## src/locm_regs.svh

```systemverilog
`ifndef LOCM_REGS_SVH
`define LOCM_REGS_SVH
// register address and layout
`define LOCM_OSC_CTRL_ADDR    8'hca
`define LOCM_OSC_CTRL_RESET   8'h00
`define LOCM_OSC_CTRL_MASK    8'h1e
`define LOCM_BIT_HSTOP        1
`define LOCM_BIT_CLKSEL       2
`define LOCM_BIT_MODE_LO      3
`define LOCM_BIT_MODE_HI      4
// timing counts
`define LOCM_CFG_CYCLES       12'h7ff
`define LOCM_XTAL_WARM_CYCLES 12'h7ff
`define LOCM_RC_WARM_CYCLES   12'h01f
`define LOCM_SLOW_DIV         2'h3
`define LOCM_CNT_ZERO         12'h000
`endif

```

## src/locm_pkg.sv

```systemverilog
package locm_pkg;
	// cpu mode field codes
	typedef enum logic [1:0] {
		LOCM_MODE_NORMAL = 2'h0,
		LOCM_MODE_SLEEP  = 2'h1,
		LOCM_MODE_GREEN  = 2'h2,
		LOCM_MODE_RSVD   = 2'h3
	} locm_mode_e;
	// high clock option
	typedef enum logic [2:0] {
		LOCM_HOPT_INTERNAL_HIGH_RC_OSC     = 3'h0,
		LOCM_HOPT_INTERNAL_HIGH_WITH_RTC_OPTION = 3'h1,
		LOCM_HOPT_RC       = 3'h2,
		LOCM_HOPT_32K      = 3'h3,
		LOCM_HOPT_12M      = 3'h4,
		LOCM_HOPT_4M       = 3'h5
	} locm_hopt_e;
	// sequencer states, one-hot
	typedef enum logic [3:0] {
		LOCM_ST_CFG  = 4'h1,
		LOCM_ST_WARM = 4'h2,
		LOCM_ST_RUN  = 4'h4,
		LOCM_ST_LOW  = 4'h8
	} locm_state_e;
endpackage : locm_pkg

```

## src/locm_tick_if.sv

```systemverilog
interface locm_tick_if;
	logic lo_tick;
	logic hi_tick;
	logic lo_run;
	logic hi_run;
	modport src (output lo_tick, output hi_tick, input lo_run, input hi_run);
	modport dst (input lo_tick, input hi_tick, output lo_run, output hi_run);
endinterface : locm_tick_if

```

## src/locm_tick_gate.sv

```systemverilog
`include "locm_regs.svh"
// gates raw oscillator ticks by run enables, divides low clock for slow mode
module locm_tick_gate (
	// clock and reset
	input  wire logic i_sys_clk,
	input  wire logic i_nrst,
	input  wire logic i_ce,
	// raw ticks
	input  wire logic i_lo_tick_raw,
	input  wire logic i_hi_tick_raw,
	// gated ticks
	locm_tick_if.src  tk,
	output logic      o_slow_tick
);
	logic [1:0] div_reg;

	// a stopped oscillator gives no ticks
	assign tk.lo_tick = i_lo_tick_raw & tk.lo_run;
	assign tk.hi_tick = i_hi_tick_raw & tk.hi_run;

	always_ff @(posedge i_sys_clk or negedge i_nrst) begin
		if (!i_nrst) begin
			div_reg     <= 2'h0;
			o_slow_tick <= 1'b0;
		end else if (i_ce) begin
			o_slow_tick <= 1'b0;
			if (tk.lo_tick) begin
				div_reg     <= div_reg + 2'h1;
				o_slow_tick <= (div_reg == `LOCM_SLOW_DIV);
			end
		end
	end
endmodule : locm_tick_gate

```

## src/locm_ctrl.sv

```systemverilog
`include "locm_regs.svh"
// Summary of operation
// - slow mode instruction rate is low rc clock divided by four
// - low rc clock also feeds the watchdog timer
// - low rc stops only in sleep, or green with 32k option and watchdog off
// - that green case leaves only the 32k oscillator running
// - no separate low rc off control exists
// - control register at 0xca, bits 4..1 read/write, others read zero
// - bit 1 stops the high oscillator; low rc keeps running
// - bit 2 selects slow mode on the low rc clock
// - mode field 00 normal, 01 sleep, 10 green, 11 reserved
// - stop bit halts whichever high source is active
// - rtc option stop halts high rc and crystal; internal rc option high rc only; others external only
// - sleep stops external high and low rc oscillators
// - power-up waits 2048 low rc periods for configuration
// - any reset waits 2048 high oscillator periods of warm-up
// - sleep wake waits 2048 periods for crystal, 32 for rc
// - wake clears the matching mode bit
// - slow mode alone does not stop the high oscillator
module locm_ctrl #(
	parameter logic [11:0] CFG_CYCLES  = `LOCM_CFG_CYCLES,
	parameter logic [11:0] XTAL_CYCLES = `LOCM_XTAL_WARM_CYCLES,
	parameter logic [11:0] RC_CYCLES   = `LOCM_RC_WARM_CYCLES
) (
	// clock and reset
	input  wire logic       i_sys_clk,
	input  wire logic       i_nrst,
	input  wire logic       i_ce,
	// register port
	input  wire logic [7:0] i_addr,
	input  wire logic [7:0] i_wdata,
	input  wire logic       i_wr,
	input  wire logic       i_rd,
	output logic      [7:0] o_rdata,
	// options and events
	input  wire logic [2:0] i_high_opt,
	input  wire logic       i_wdt_enable,
	input  wire logic       i_wake,
	// oscillator ticks
	input  wire logic       i_lo_tick,
	input  wire logic       i_hi_tick,
	// oscillator enables
	output logic            o_low_rc_run,
	output logic            o_high_rc_run,
	output logic            o_ext_osc_run,
	output logic            o_rtc_xtal_run,
	// clock consumers
	output logic            o_wdt_tick,
	output logic            o_cpu_slow_tick,
	output logic            o_cpu_use_slow,
	output logic            o_cpu_run,
	output logic            o_busy
);
	logic [1:0]            mode_reg;
	logic                  clksel_reg;
	logic                  hstop_reg;
	logic [11:0]           cnt_reg;
	locm_pkg::locm_state_e st_reg;
	logic                  sleeping;
	logic                  green;
	logic                  rtc_opt;
	logic                  internal_high_rc_osc_opt;
	logic                  rc_type;
	logic                  hi_active;
	logic                  lo_stop;
	logic                  wr_hit;
	logic [7:0]            reg_view;

	locm_tick_if tk ();

	// divider and gating of raw ticks
	locm_tick_gate u_gate (
		.i_sys_clk     (i_sys_clk),
		.i_nrst        (i_nrst),
		.i_ce          (i_ce),
		.i_lo_tick_raw (i_lo_tick),
		.i_hi_tick_raw (i_hi_tick),
		.tk            (tk.src),
		.o_slow_tick   (o_cpu_slow_tick)
	);

	// mode decode, reserved code counts as normal
	// field decode
	assign sleeping = (st_reg == locm_pkg::LOCM_ST_LOW) &&
	                  (mode_reg == locm_pkg::LOCM_MODE_SLEEP);
	assign green    = (st_reg == locm_pkg::LOCM_ST_LOW) &&
	                  (mode_reg == locm_pkg::LOCM_MODE_GREEN);
	assign rtc_opt  = (i_high_opt == locm_pkg::LOCM_HOPT_INTERNAL_HIGH_WITH_RTC_OPTION);
	assign internal_high_rc_osc_opt = (i_high_opt == locm_pkg::LOCM_HOPT_INTERNAL_HIGH_RC_OSC) || rtc_opt;
	assign rc_type  = internal_high_rc_osc_opt || (i_high_opt == locm_pkg::LOCM_HOPT_RC);

	// only two low rc stop cases
	// 32k green keeps only the 32k oscillator
	assign lo_stop = sleeping ||
	                 (green && (i_high_opt == locm_pkg::LOCM_HOPT_32K) && !i_wdt_enable);

	// stop bit halts high side only
	assign hi_active = !hstop_reg && !sleeping;

	// oscillator enables per option
	// rtc option also halts crystal
	assign o_high_rc_run  = internal_high_rc_osc_opt && hi_active;
	assign o_ext_osc_run  = !internal_high_rc_osc_opt && hi_active;
	assign o_rtc_xtal_run = rtc_opt && hi_active;
	assign o_low_rc_run   = !lo_stop;
	assign tk.lo_run      = o_low_rc_run;
	assign tk.hi_run      = hi_active;

	assign o_wdt_tick = tk.lo_tick;

	assign o_cpu_use_slow = clksel_reg;
	assign o_cpu_run      = (st_reg == locm_pkg::LOCM_ST_RUN);
	assign o_busy         = !o_cpu_run;

	assign wr_hit   = i_wr && (i_addr == `LOCM_OSC_CTRL_ADDR);
	assign reg_view = {3'h0, mode_reg, clksel_reg, hstop_reg, 1'b0} & `LOCM_OSC_CTRL_MASK;

	// read data one cycle after the strobe, zero elsewhere
	always_ff @(posedge i_sys_clk or negedge i_nrst) begin
		if (!i_nrst) begin
			o_rdata <= 8'h00;
		end else if (i_ce) begin
			if (i_rd && (i_addr == `LOCM_OSC_CTRL_ADDR)) begin
				o_rdata <= reg_view;
			end else begin
				o_rdata <= 8'h00;
			end
		end
	end

	always_ff @(posedge i_sys_clk or negedge i_nrst) begin
		if (!i_nrst) begin
			hstop_reg  <= 1'b0;
			clksel_reg <= 1'b0;
		end else if (i_ce && wr_hit) begin
			hstop_reg  <= i_wdata[`LOCM_BIT_HSTOP];
			clksel_reg <= i_wdata[`LOCM_BIT_CLKSEL];
		end
	end

	// mode bits: wake clears them, and the wake wins over a same-cycle write
	// because the core is halted then and cannot write anyway
	always_ff @(posedge i_sys_clk or negedge i_nrst) begin
		if (!i_nrst) begin
			mode_reg <= 2'h0;
		end else if (i_ce) begin
			if (st_reg == locm_pkg::LOCM_ST_LOW && i_wake) begin
				mode_reg <= 2'h0;
			end else if (wr_hit) begin
				mode_reg <= i_wdata[`LOCM_BIT_MODE_HI:`LOCM_BIT_MODE_LO];
			end
		end
	end

	// sequencer: configuration, warm-up, run, low power
	always_ff @(posedge i_sys_clk or negedge i_nrst) begin
		if (!i_nrst) begin
			st_reg       <= locm_pkg::LOCM_ST_CFG;
			cnt_reg      <= CFG_CYCLES;
		end else if (i_ce) begin
			case (st_reg)
				locm_pkg::LOCM_ST_CFG: begin
					if (tk.lo_tick) begin
						if (cnt_reg == `LOCM_CNT_ZERO) begin
							st_reg       <= locm_pkg::LOCM_ST_WARM;
							cnt_reg      <= XTAL_CYCLES;
						end else begin
							cnt_reg <= cnt_reg - 12'h001;
						end
					end
				end
				// reset warm-up of 2048 high periods
				// sleep wake count loaded on wake
				locm_pkg::LOCM_ST_WARM: begin
					if (tk.hi_tick) begin
						if (cnt_reg == `LOCM_CNT_ZERO) begin
							st_reg <= locm_pkg::LOCM_ST_RUN;
						end else begin
							cnt_reg <= cnt_reg - 12'h001;
						end
					end
				end
				locm_pkg::LOCM_ST_RUN: begin
					// entry on a write of sleep or green; reserved stays running
					if (wr_hit && (i_wdata[`LOCM_BIT_MODE_HI:`LOCM_BIT_MODE_LO] ==
					    locm_pkg::LOCM_MODE_SLEEP ||
					    i_wdata[`LOCM_BIT_MODE_HI:`LOCM_BIT_MODE_LO] ==
					    locm_pkg::LOCM_MODE_GREEN)) begin
						st_reg <= locm_pkg::LOCM_ST_LOW;
					end
				end
				locm_pkg::LOCM_ST_LOW: begin
					if (i_wake) begin
						if (mode_reg == locm_pkg::LOCM_MODE_SLEEP) begin
							st_reg  <= locm_pkg::LOCM_ST_WARM;
							cnt_reg <= rc_type ? RC_CYCLES : XTAL_CYCLES;
						end else begin
							// green keeps its clock, no warm-up
							st_reg <= locm_pkg::LOCM_ST_RUN;
						end
					end
				end
				default: begin
					st_reg <= locm_pkg::LOCM_ST_CFG;
				end
			endcase
		end
	end
endmodule : locm_ctrl

```

## config.mk

```make
export PLATFORM = sky130hd
export DESIGN_NAME = locm_ctrl
export DESIGN_NICKNAME = d
export VERILOG_FILES = /design/src/locm_pkg.sv /design/src/locm_tick_if.sv /design/src/locm_tick_gate.sv /design/src/locm_ctrl.sv
export VERILOG_INCLUDE_DIRS = /design/src
export SDC_FILE = /design/constraint.sdc
export NUM_CORES = 1
export LEC_CHECK = 0
export CAP_MARGIN = 20
export CORE_MARGIN = 4
export CORE_UTILIZATION = 40
export CTS_CLUSTER_DIAMETER = 50
export DETAILED_ROUTE_END_ITERATION = 12
export DONT_BUFFER_PORTS = 1
export GPL_TIMING_DRIVEN = 0
export PLACE_DENSITY = 0.63
export SYNTH_ARGS = -nofsm -noshare
export SYNTH_HDL_FRONTEND = slang
export SYNTH_HIERARCHICAL = 1
export SYNTH_SLANG_ARGS = --single-unit
```

## constraint.sdc

```tcl
create_clock -name i_sys_clk -period 5.82 [get_ports i_sys_clk]
set_input_delay 0.582 -clock i_sys_clk [delete_from_list [all_inputs] [get_ports i_sys_clk]]
set_output_delay 0.582 -clock i_sys_clk [all_outputs]
set_load 0.01 [all_outputs]
```

==> results of run 1 <==
[report_power, final]
group | internal, mW | switching, mW | total [mW] | leakage, nW
combinational | 0.182 | 0.199 | 0.381 | 0.475
clock | 0.0492 | 0.0626 | 0.112 | 0.0228
sequential | 0.275 | 0.0595 | 0.335 | 0.322
[Yosys cell counts (2+ instances only)]
cell / n / area [um^2]
inv_1: 17 / 63.8
nand2_1: 16 / 60.1
dfrtp_1: 15 / 375
dfstp_2: 12 / 315
nand3_1: 11 / 55.1
o21ai_0: 9 / 45.0
a21oi_1: 6 / 30.0
a22o_1: 6 / 52.6
nor2_1: 6 / 22.5
nor3_1: 6 / 30.0
o22ai_1: 6 / 37.5
or3_1: 6 / 37.5
buf_4: 5 / 37.5
and2_1: 3 / 18.8
buf_6: 3 / 33.8
ha_1: 3 / 37.5
nand4_1: 3 / 18.8
nor4_1: 3 / 18.8
o211a_1: 3 / 30.0
o31ai_1: 3 / 22.5
xnor2_1: 3 / 26.3
clkbuf_8: 2 / 27.5
mux2_2: 2 / 22.5
nand4b_1: 2 / 17.5
nand4bb_1: 2 / 22.5
nor3b_1: 2 / 15.0
nor4b_1: 2 / 17.5
o2bb2ai_1: 2 / 17.5
or4b_1: 2 / 20.0
[worst register-to-register path, stage by stage (launching register included)]
cell and delay (ps):
dfrtp_1 380, buf_4 170, nor4b_2 660, o21ai_0 500, and2_1 340, o22ai_1 350
a2111oi_4 180, and2_1 200, buf_6 140, a32o_1 220
[metrics by stage]
stage                     util [%]  worst slack, ps
after floorplan                  -             3120
after CTS                     44.9             2600
final                         44.9             2600
after detailed placement      43.6             2610
after global placement        43.6             2670
after global routing          44.9             2340
[what timing repair did]
item                                   CTS  global route
buffers inserted                         0             0
endpoints found under the hold margin   15             0
hold buffers                             1             0
[per-layer routing]
layer / track usage [%] / routed length, um / vias to the layer above
li1: - / - / 713
met1: 22.2 / 1900 / 677
met2: 26.0 / 2030 / 23
met3: 2.90 / 158 / 4
met4: 5.44 / 44 / 0
met5: 0 / 0 / -
[kinds of logic (layout without fill, tap and decap cells)]
family	count (synthesis)	in the layout	synth area share, %
XOR/XNOR	3	3	1.43
flip-flops	27	27	37.6
adder cells (fa/ha/maj)	3	3	2.05
AND/OR/NAND/NOR	77	77	25.8
buffers and inverters	30	35	10.2
other	1	4	0.204
multiplexers	5	5	3.20
AO/OA/AOI/OAI	45	45	19.4
[path summary, 6_finish.rpt]
kind,from,endpoint,cells after the start,slack [ps]
min reg2reg,u_gate/div_reg[0],u_gate/div_reg[0],1,490
max in group asynchronous,i_nrst,o_rdata[2],1,4580
max reg2reg,st_reg[1],cnt_reg[5],9,2600
min,i_nrst,cnt_reg[9],0,130
min in group i_sys_clk,i_ce,u_gate/o_slow_tick,1,400
max,st_reg[1],cnt_reg[5],9,2600
[final cells by class]
type                            count  share of cell area, %
Timing Repair Buffer                1                  0.509
Sequential cell                    27                   35.1
Multi-Input combinational cell    137                   49.2
Buffer                             13                   6.30
Inverter                           17                   3.24
Clock buffer                        4                   2.29
Tap cell                           52                   3.31
==> impl_metrics.env, run 1 <==
export IMPL_slowest_delay_ps=660
export IMPL_multiInputGateArea_um2=968
export IMPL_grt_overflow=0
export IMPL_grt_total_usage_pct=16.3
export IMPL_fmax_ghz=0.311
export IMPL_grt_max_degree=16
export IMPL_syn_instance_count=191
export IMPL_clk_pin_slew_ps=100
export IMPL_viasPerCell=5.65
export IMPL_finalClockSkew_ps=6.14
export IMPL_synth_edf_count=0
export IMPL_grt_first_pass_wirelength_um=7120
export IMPL_syn_area_um2=1840
export IMPL_fp_dieH_um=75.7
export IMPL_worstSetupPathType="reg2reg"
export IMPL_final_layout_size_suffix_gt1_share_pct=22.1
export IMPL_critical_path_endpoint_type="flip-flop"
export IMPL_cp_start_kind="flip-flop"
export IMPL_finalNetCount=231
export IMPL_synth_ff_type="dfrtp_1"
export IMPL_antenna_cells=0
export IMPL_synth_warnings=6
export IMPL_dp_hpwl_um=3120
export IMPL_critPathArrivalTime_ps=3440
export IMPL_synthDistinctLibCells=59
export IMPL_dieArea_um2=5740
export IMPL_root_buffer="clkbuf_8"
export IMPL_area_growth_syn_to_layout_pct=7.16
export IMPL_fin_cells=251
export IMPL_htreeDepth=1
export IMPL_wl_per_cell_um=16.5
export IMPL_finalCritPeriodShare_pct=55.3
export IMPL_vdd_drop_max_mv=0.159
export IMPL_post_cts_resized=0
export IMPL_nFillCells=423
export IMPL_row_count=24
export IMPL_numPortBuffers=0
export IMPL_post_route_min_period_ps=3220
export IMPL_max_cap_violations=0
export IMPL_critPathTopFamily="compound AO/OA/AOI/OAI gates"
export IMPL_fin_setup_tns_ps=0
export IMPL_crit_path_top_delay_cell="nor4b_2"
export IMPL_clockBufferDepth=2
export IMPL_grt_pass1_vias=1413
export IMPL_min_path_type="in2async"
export IMPL_worstSkewPairLatency_ps=280
export IMPL_hold_violations=0
export IMPL_slew_viol_final=0
export IMPL_critPathMaxFanout=10
export IMPL_io_pins=45
export IMPL_async_flop_share_pct=100
export IMPL_crit_top_cell="and2_1"
export IMPL_core_area_um2=4380
export IMPL_ant_nets=0
export IMPL_regArea_um2=691
export IMPL_routed_wl_um=4140
export IMPL_synth_seq_area_share_pct=37.6
export IMPL_whs_ps=128
export IMPL_drt_pass1_iter_count=4
export IMPL_powerDensity_nw_per_um2=421
export IMPL_largest_reg_flops=12
export IMPL_antenna_found_initial=0
export IMPL_outcome="complete, no violations"
export IMPL_p_leak_nw=0.820
export IMPL_setup_viol=0
export IMPL_worstPathCellList="buf_4, nor4b_2, o21ai_0, and2_1, o22ai_1, a2111oi_4, and2_1, buf_6, a32o_1"
export IMPL_power_uw=827
export IMPL_cts_tree="done"
export IMPL_final_cell_mix="inv_1 (17), nand2_1 (16), dfrtp_1 (15)"
export IMPL_cts_sinks=27
export IMPL_required_ps=6040
export IMPL_critPathBufInv=2
export IMPL_start_util_pct=41.9
export IMPL_postLayoutCellArea_um2=1970
export IMPL_vias=1417
export IMPL_worstMarginPinSlew_ps=869
export IMPL_dpl_cell_area_um2=1910
export IMPL_rsz0062_at_grt="no"
export IMPL_syn_avg_cell_area_um2=9.61
export IMPL_max_slew_margin_rel_pct=41.2
export IMPL_drcViolationCount=0
export IMPL_dp_cells=246
export IMPL_ys_ff_latch=27
export IMPL_final_common_cell="inv_1"
export IMPL_die_w_um=75.7
export IMPL_drt_iter0_drc=67
export IMPL_cts_made_buffers=3
export IMPL_place_gp_congestion=0.859
(Power assumes the default switching activity.)
==> inputs of run 2 (changes only) <==
Clock period 5.82 ns to 3.3 ns, I/O delays scaled along.
==> impl_metrics.env, run 2 (synthesis gave the netlist of run 1 again) <==
export IMPL_core_area_um2=4380
export IMPL_rsz0062_at_grt="no"
export IMPL_crit_path_top_delay_cell="nor4b_4"
export IMPL_antenna_cells=0
export IMPL_area_growth_syn_to_layout_pct=8.73
export IMPL_worstPathCellList="buf_4, nor4b_4, o21ai_0, and2_1, o22ai_1, a2111oi_4, and2_1, buf_6, a32o_1"
export IMPL_place_gp_congestion=0.859
export IMPL_critPathArrivalTime_ps=3180
export IMPL_grt_max_degree=28
export IMPL_grt_first_pass_wirelength_um=7150
export IMPL_row_count=24
export IMPL_start_util_pct=41.9
export IMPL_critical_path_endpoint_type="flip-flop"
export IMPL_finalClockSkew_ps=4.55
export IMPL_fin_setup_tns_ps=0
export IMPL_rr_startpoint="st_reg[1]"
export IMPL_worst_slack_ps=343
export IMPL_drt_iter0_drc=91
export IMPL_drt_pass1_iter_count=4
export IMPL_worstSkewPairLatency_ps=280
export IMPL_critPathLaunch="st_reg[1]"
export IMPL_die_w_um=75.7
export IMPL_slew_viol_final=0
export IMPL_critPathTopFamily="compound AO/OA/AOI/OAI gates"
export IMPL_final_cell_mix="inv_1 (17), nand2_1 (16), dfrtp_1 (15)"
export IMPL_post_route_min_period_ps=2960
export IMPL_p_leak_nw=0.829
export IMPL_grt_overflow=0
export IMPL_cts_made_buffers=3
export IMPL_powerDensity_nw_per_um2=739
export IMPL_setup_viol=0
export IMPL_final_layout_size_suffix_gt1_share_pct=22.5
export IMPL_worstSetupPathType="reg2reg"
export IMPL_clockBufferDepth=2
export IMPL_min_from="i_ce"
export IMPL_clk_pin_slew_ps=100
export IMPL_htreeDepth=1
export IMPL_critPathBufInv=2
export IMPL_crit_top_cell="and2_1"
export IMPL_grt_total_usage_pct=16.2
export IMPL_routed_wl_um=4120
export IMPL_ant_nets=0
export IMPL_cp_start_kind="flip-flop"
export IMPL_outcome="complete, no violations"
export IMPL_worstMarginPinSlew_ps=869
export IMPL_grt_pass1_vias=1399
export IMPL_finalCritPeriodShare_pct=89.6
export IMPL_finalNetCount=232
export IMPL_vias=1414
export IMPL_io_pins=45
export IMPL_numPortBuffers=0
export IMPL_final_common_cell="inv_1"
export IMPL_required_ps=3520
export IMPL_min_path_type="in2reg"
export IMPL_drcViolationCount=0
export IMPL_cts_tree="done"
export IMPL_antenna_found_initial=0
export IMPL_wl_per_cell_um=16.3
export IMPL_dieArea_um2=5740
export IMPL_largest_reg_flops=12
export IMPL_root_buffer="clkbuf_8"
export IMPL_fmax_ghz=0.338
export IMPL_cts_sinks=27
export IMPL_hold_violations=0
export IMPL_dp_hpwl_um=3120
export IMPL_max_cap_violations=0
export IMPL_cts_setup_buffers=0
export IMPL_slowest_delay_ps=480
export IMPL_max_slew_margin_rel_pct=41.2
export IMPL_fp_dieH_um=75.7
export IMPL_vdd_drop_max_mv=0.284
export IMPL_critPathMaxFanout=10
export IMPL_place_ws_ps=94.4
export IMPL_viasPerCell=5.61
==> run 2: changes by cell type in the layout (fill, tap and decap cells not counted) <==
cell,before,now
buf_12,0,1
nor4b_2,1,0
nor4b_4,0,1
==> run 2: per-layer routing <==
layer	GRT usage (%)	share of wire, %	up-vias
met5	0	0	-
met3	2.90	3.4	5
li1	-	-	716
met2	25.6	49	20
met1	22.7	47	673
met4	4.85	1.1	0
==> run 2: where the power goes <==
group | leakage (nW) | switching [mW] | internal (mW)
Clock | 0.0228 | 0.114 | 0.0870
Combinational | 0.484 | 0.359 | 0.325
Sequential | 0.322 | 0.104 | 0.485
Total | 0.829 | 0.578 | 0.897
==> run 2: path summary, 6_finish.rpt <==
check                                     end  depth (start not counted)  slack, ps
setup / recovery                   cnt_reg[5]                          9        340
setup reg to reg                   cnt_reg[5]                          9        340
hold / removal             u_gate/o_slow_tick                          1        140
min in group asynchronous           st_reg[1]                          2        470
max in group asynchronous          cnt_reg[1]                          2       2600
hold reg to reg             u_gate/div_reg[0]                          1        490
==> run 2: metrics by stage <==
step / utilization, % / hold WS [ps] / std cells / total power, mW / area, um^2
floorplan: - / 34.4 / 194 / 1.12 / 1850
detailed placement: 43.6 / 35.3 / 246 / 1.26 / 1910
global placement: 43.6 / 35.4 / 246 / 1.25 / 1910
CTS: 45.3 / 142 / 252 / 1.47 / 1990
finish: 45.5 / 144 / 252 / 1.47 / 2000
global route: 45.5 / 160 / 252 / 1.60 / 2000
==> run 2: layout make-up <==
cell class | instances | area [um^2]
fill | 419 | 2390
multi-input combinational | 137 | 977
sequential | 27 | 691
buffer | 13 | 124
tap | 52 | 65.1
inverter | 17 | 63.8
clock buffer | 4 | 45.0
timing repair buffer | 2 | 30.0
==> run 2: what timing repair did <==
item | CTS | global route
endpoints found under the hold margin | 27 | 0
hold buffers | 2 | 0
gates resized for setup | 0 | 1
endpoints found under the setup margin | 0 | 15
==> run 2: worst reg2reg max path, stage by stage (launching register included) <==
cell	delay (ps)
dfrtp_1	380
buf_4	170
nor4b_4	480
o21ai_0	420
and2_1	330
o22ai_1	360
a2111oi_4	180
and2_1	200
buf_6	140
a32o_1	220
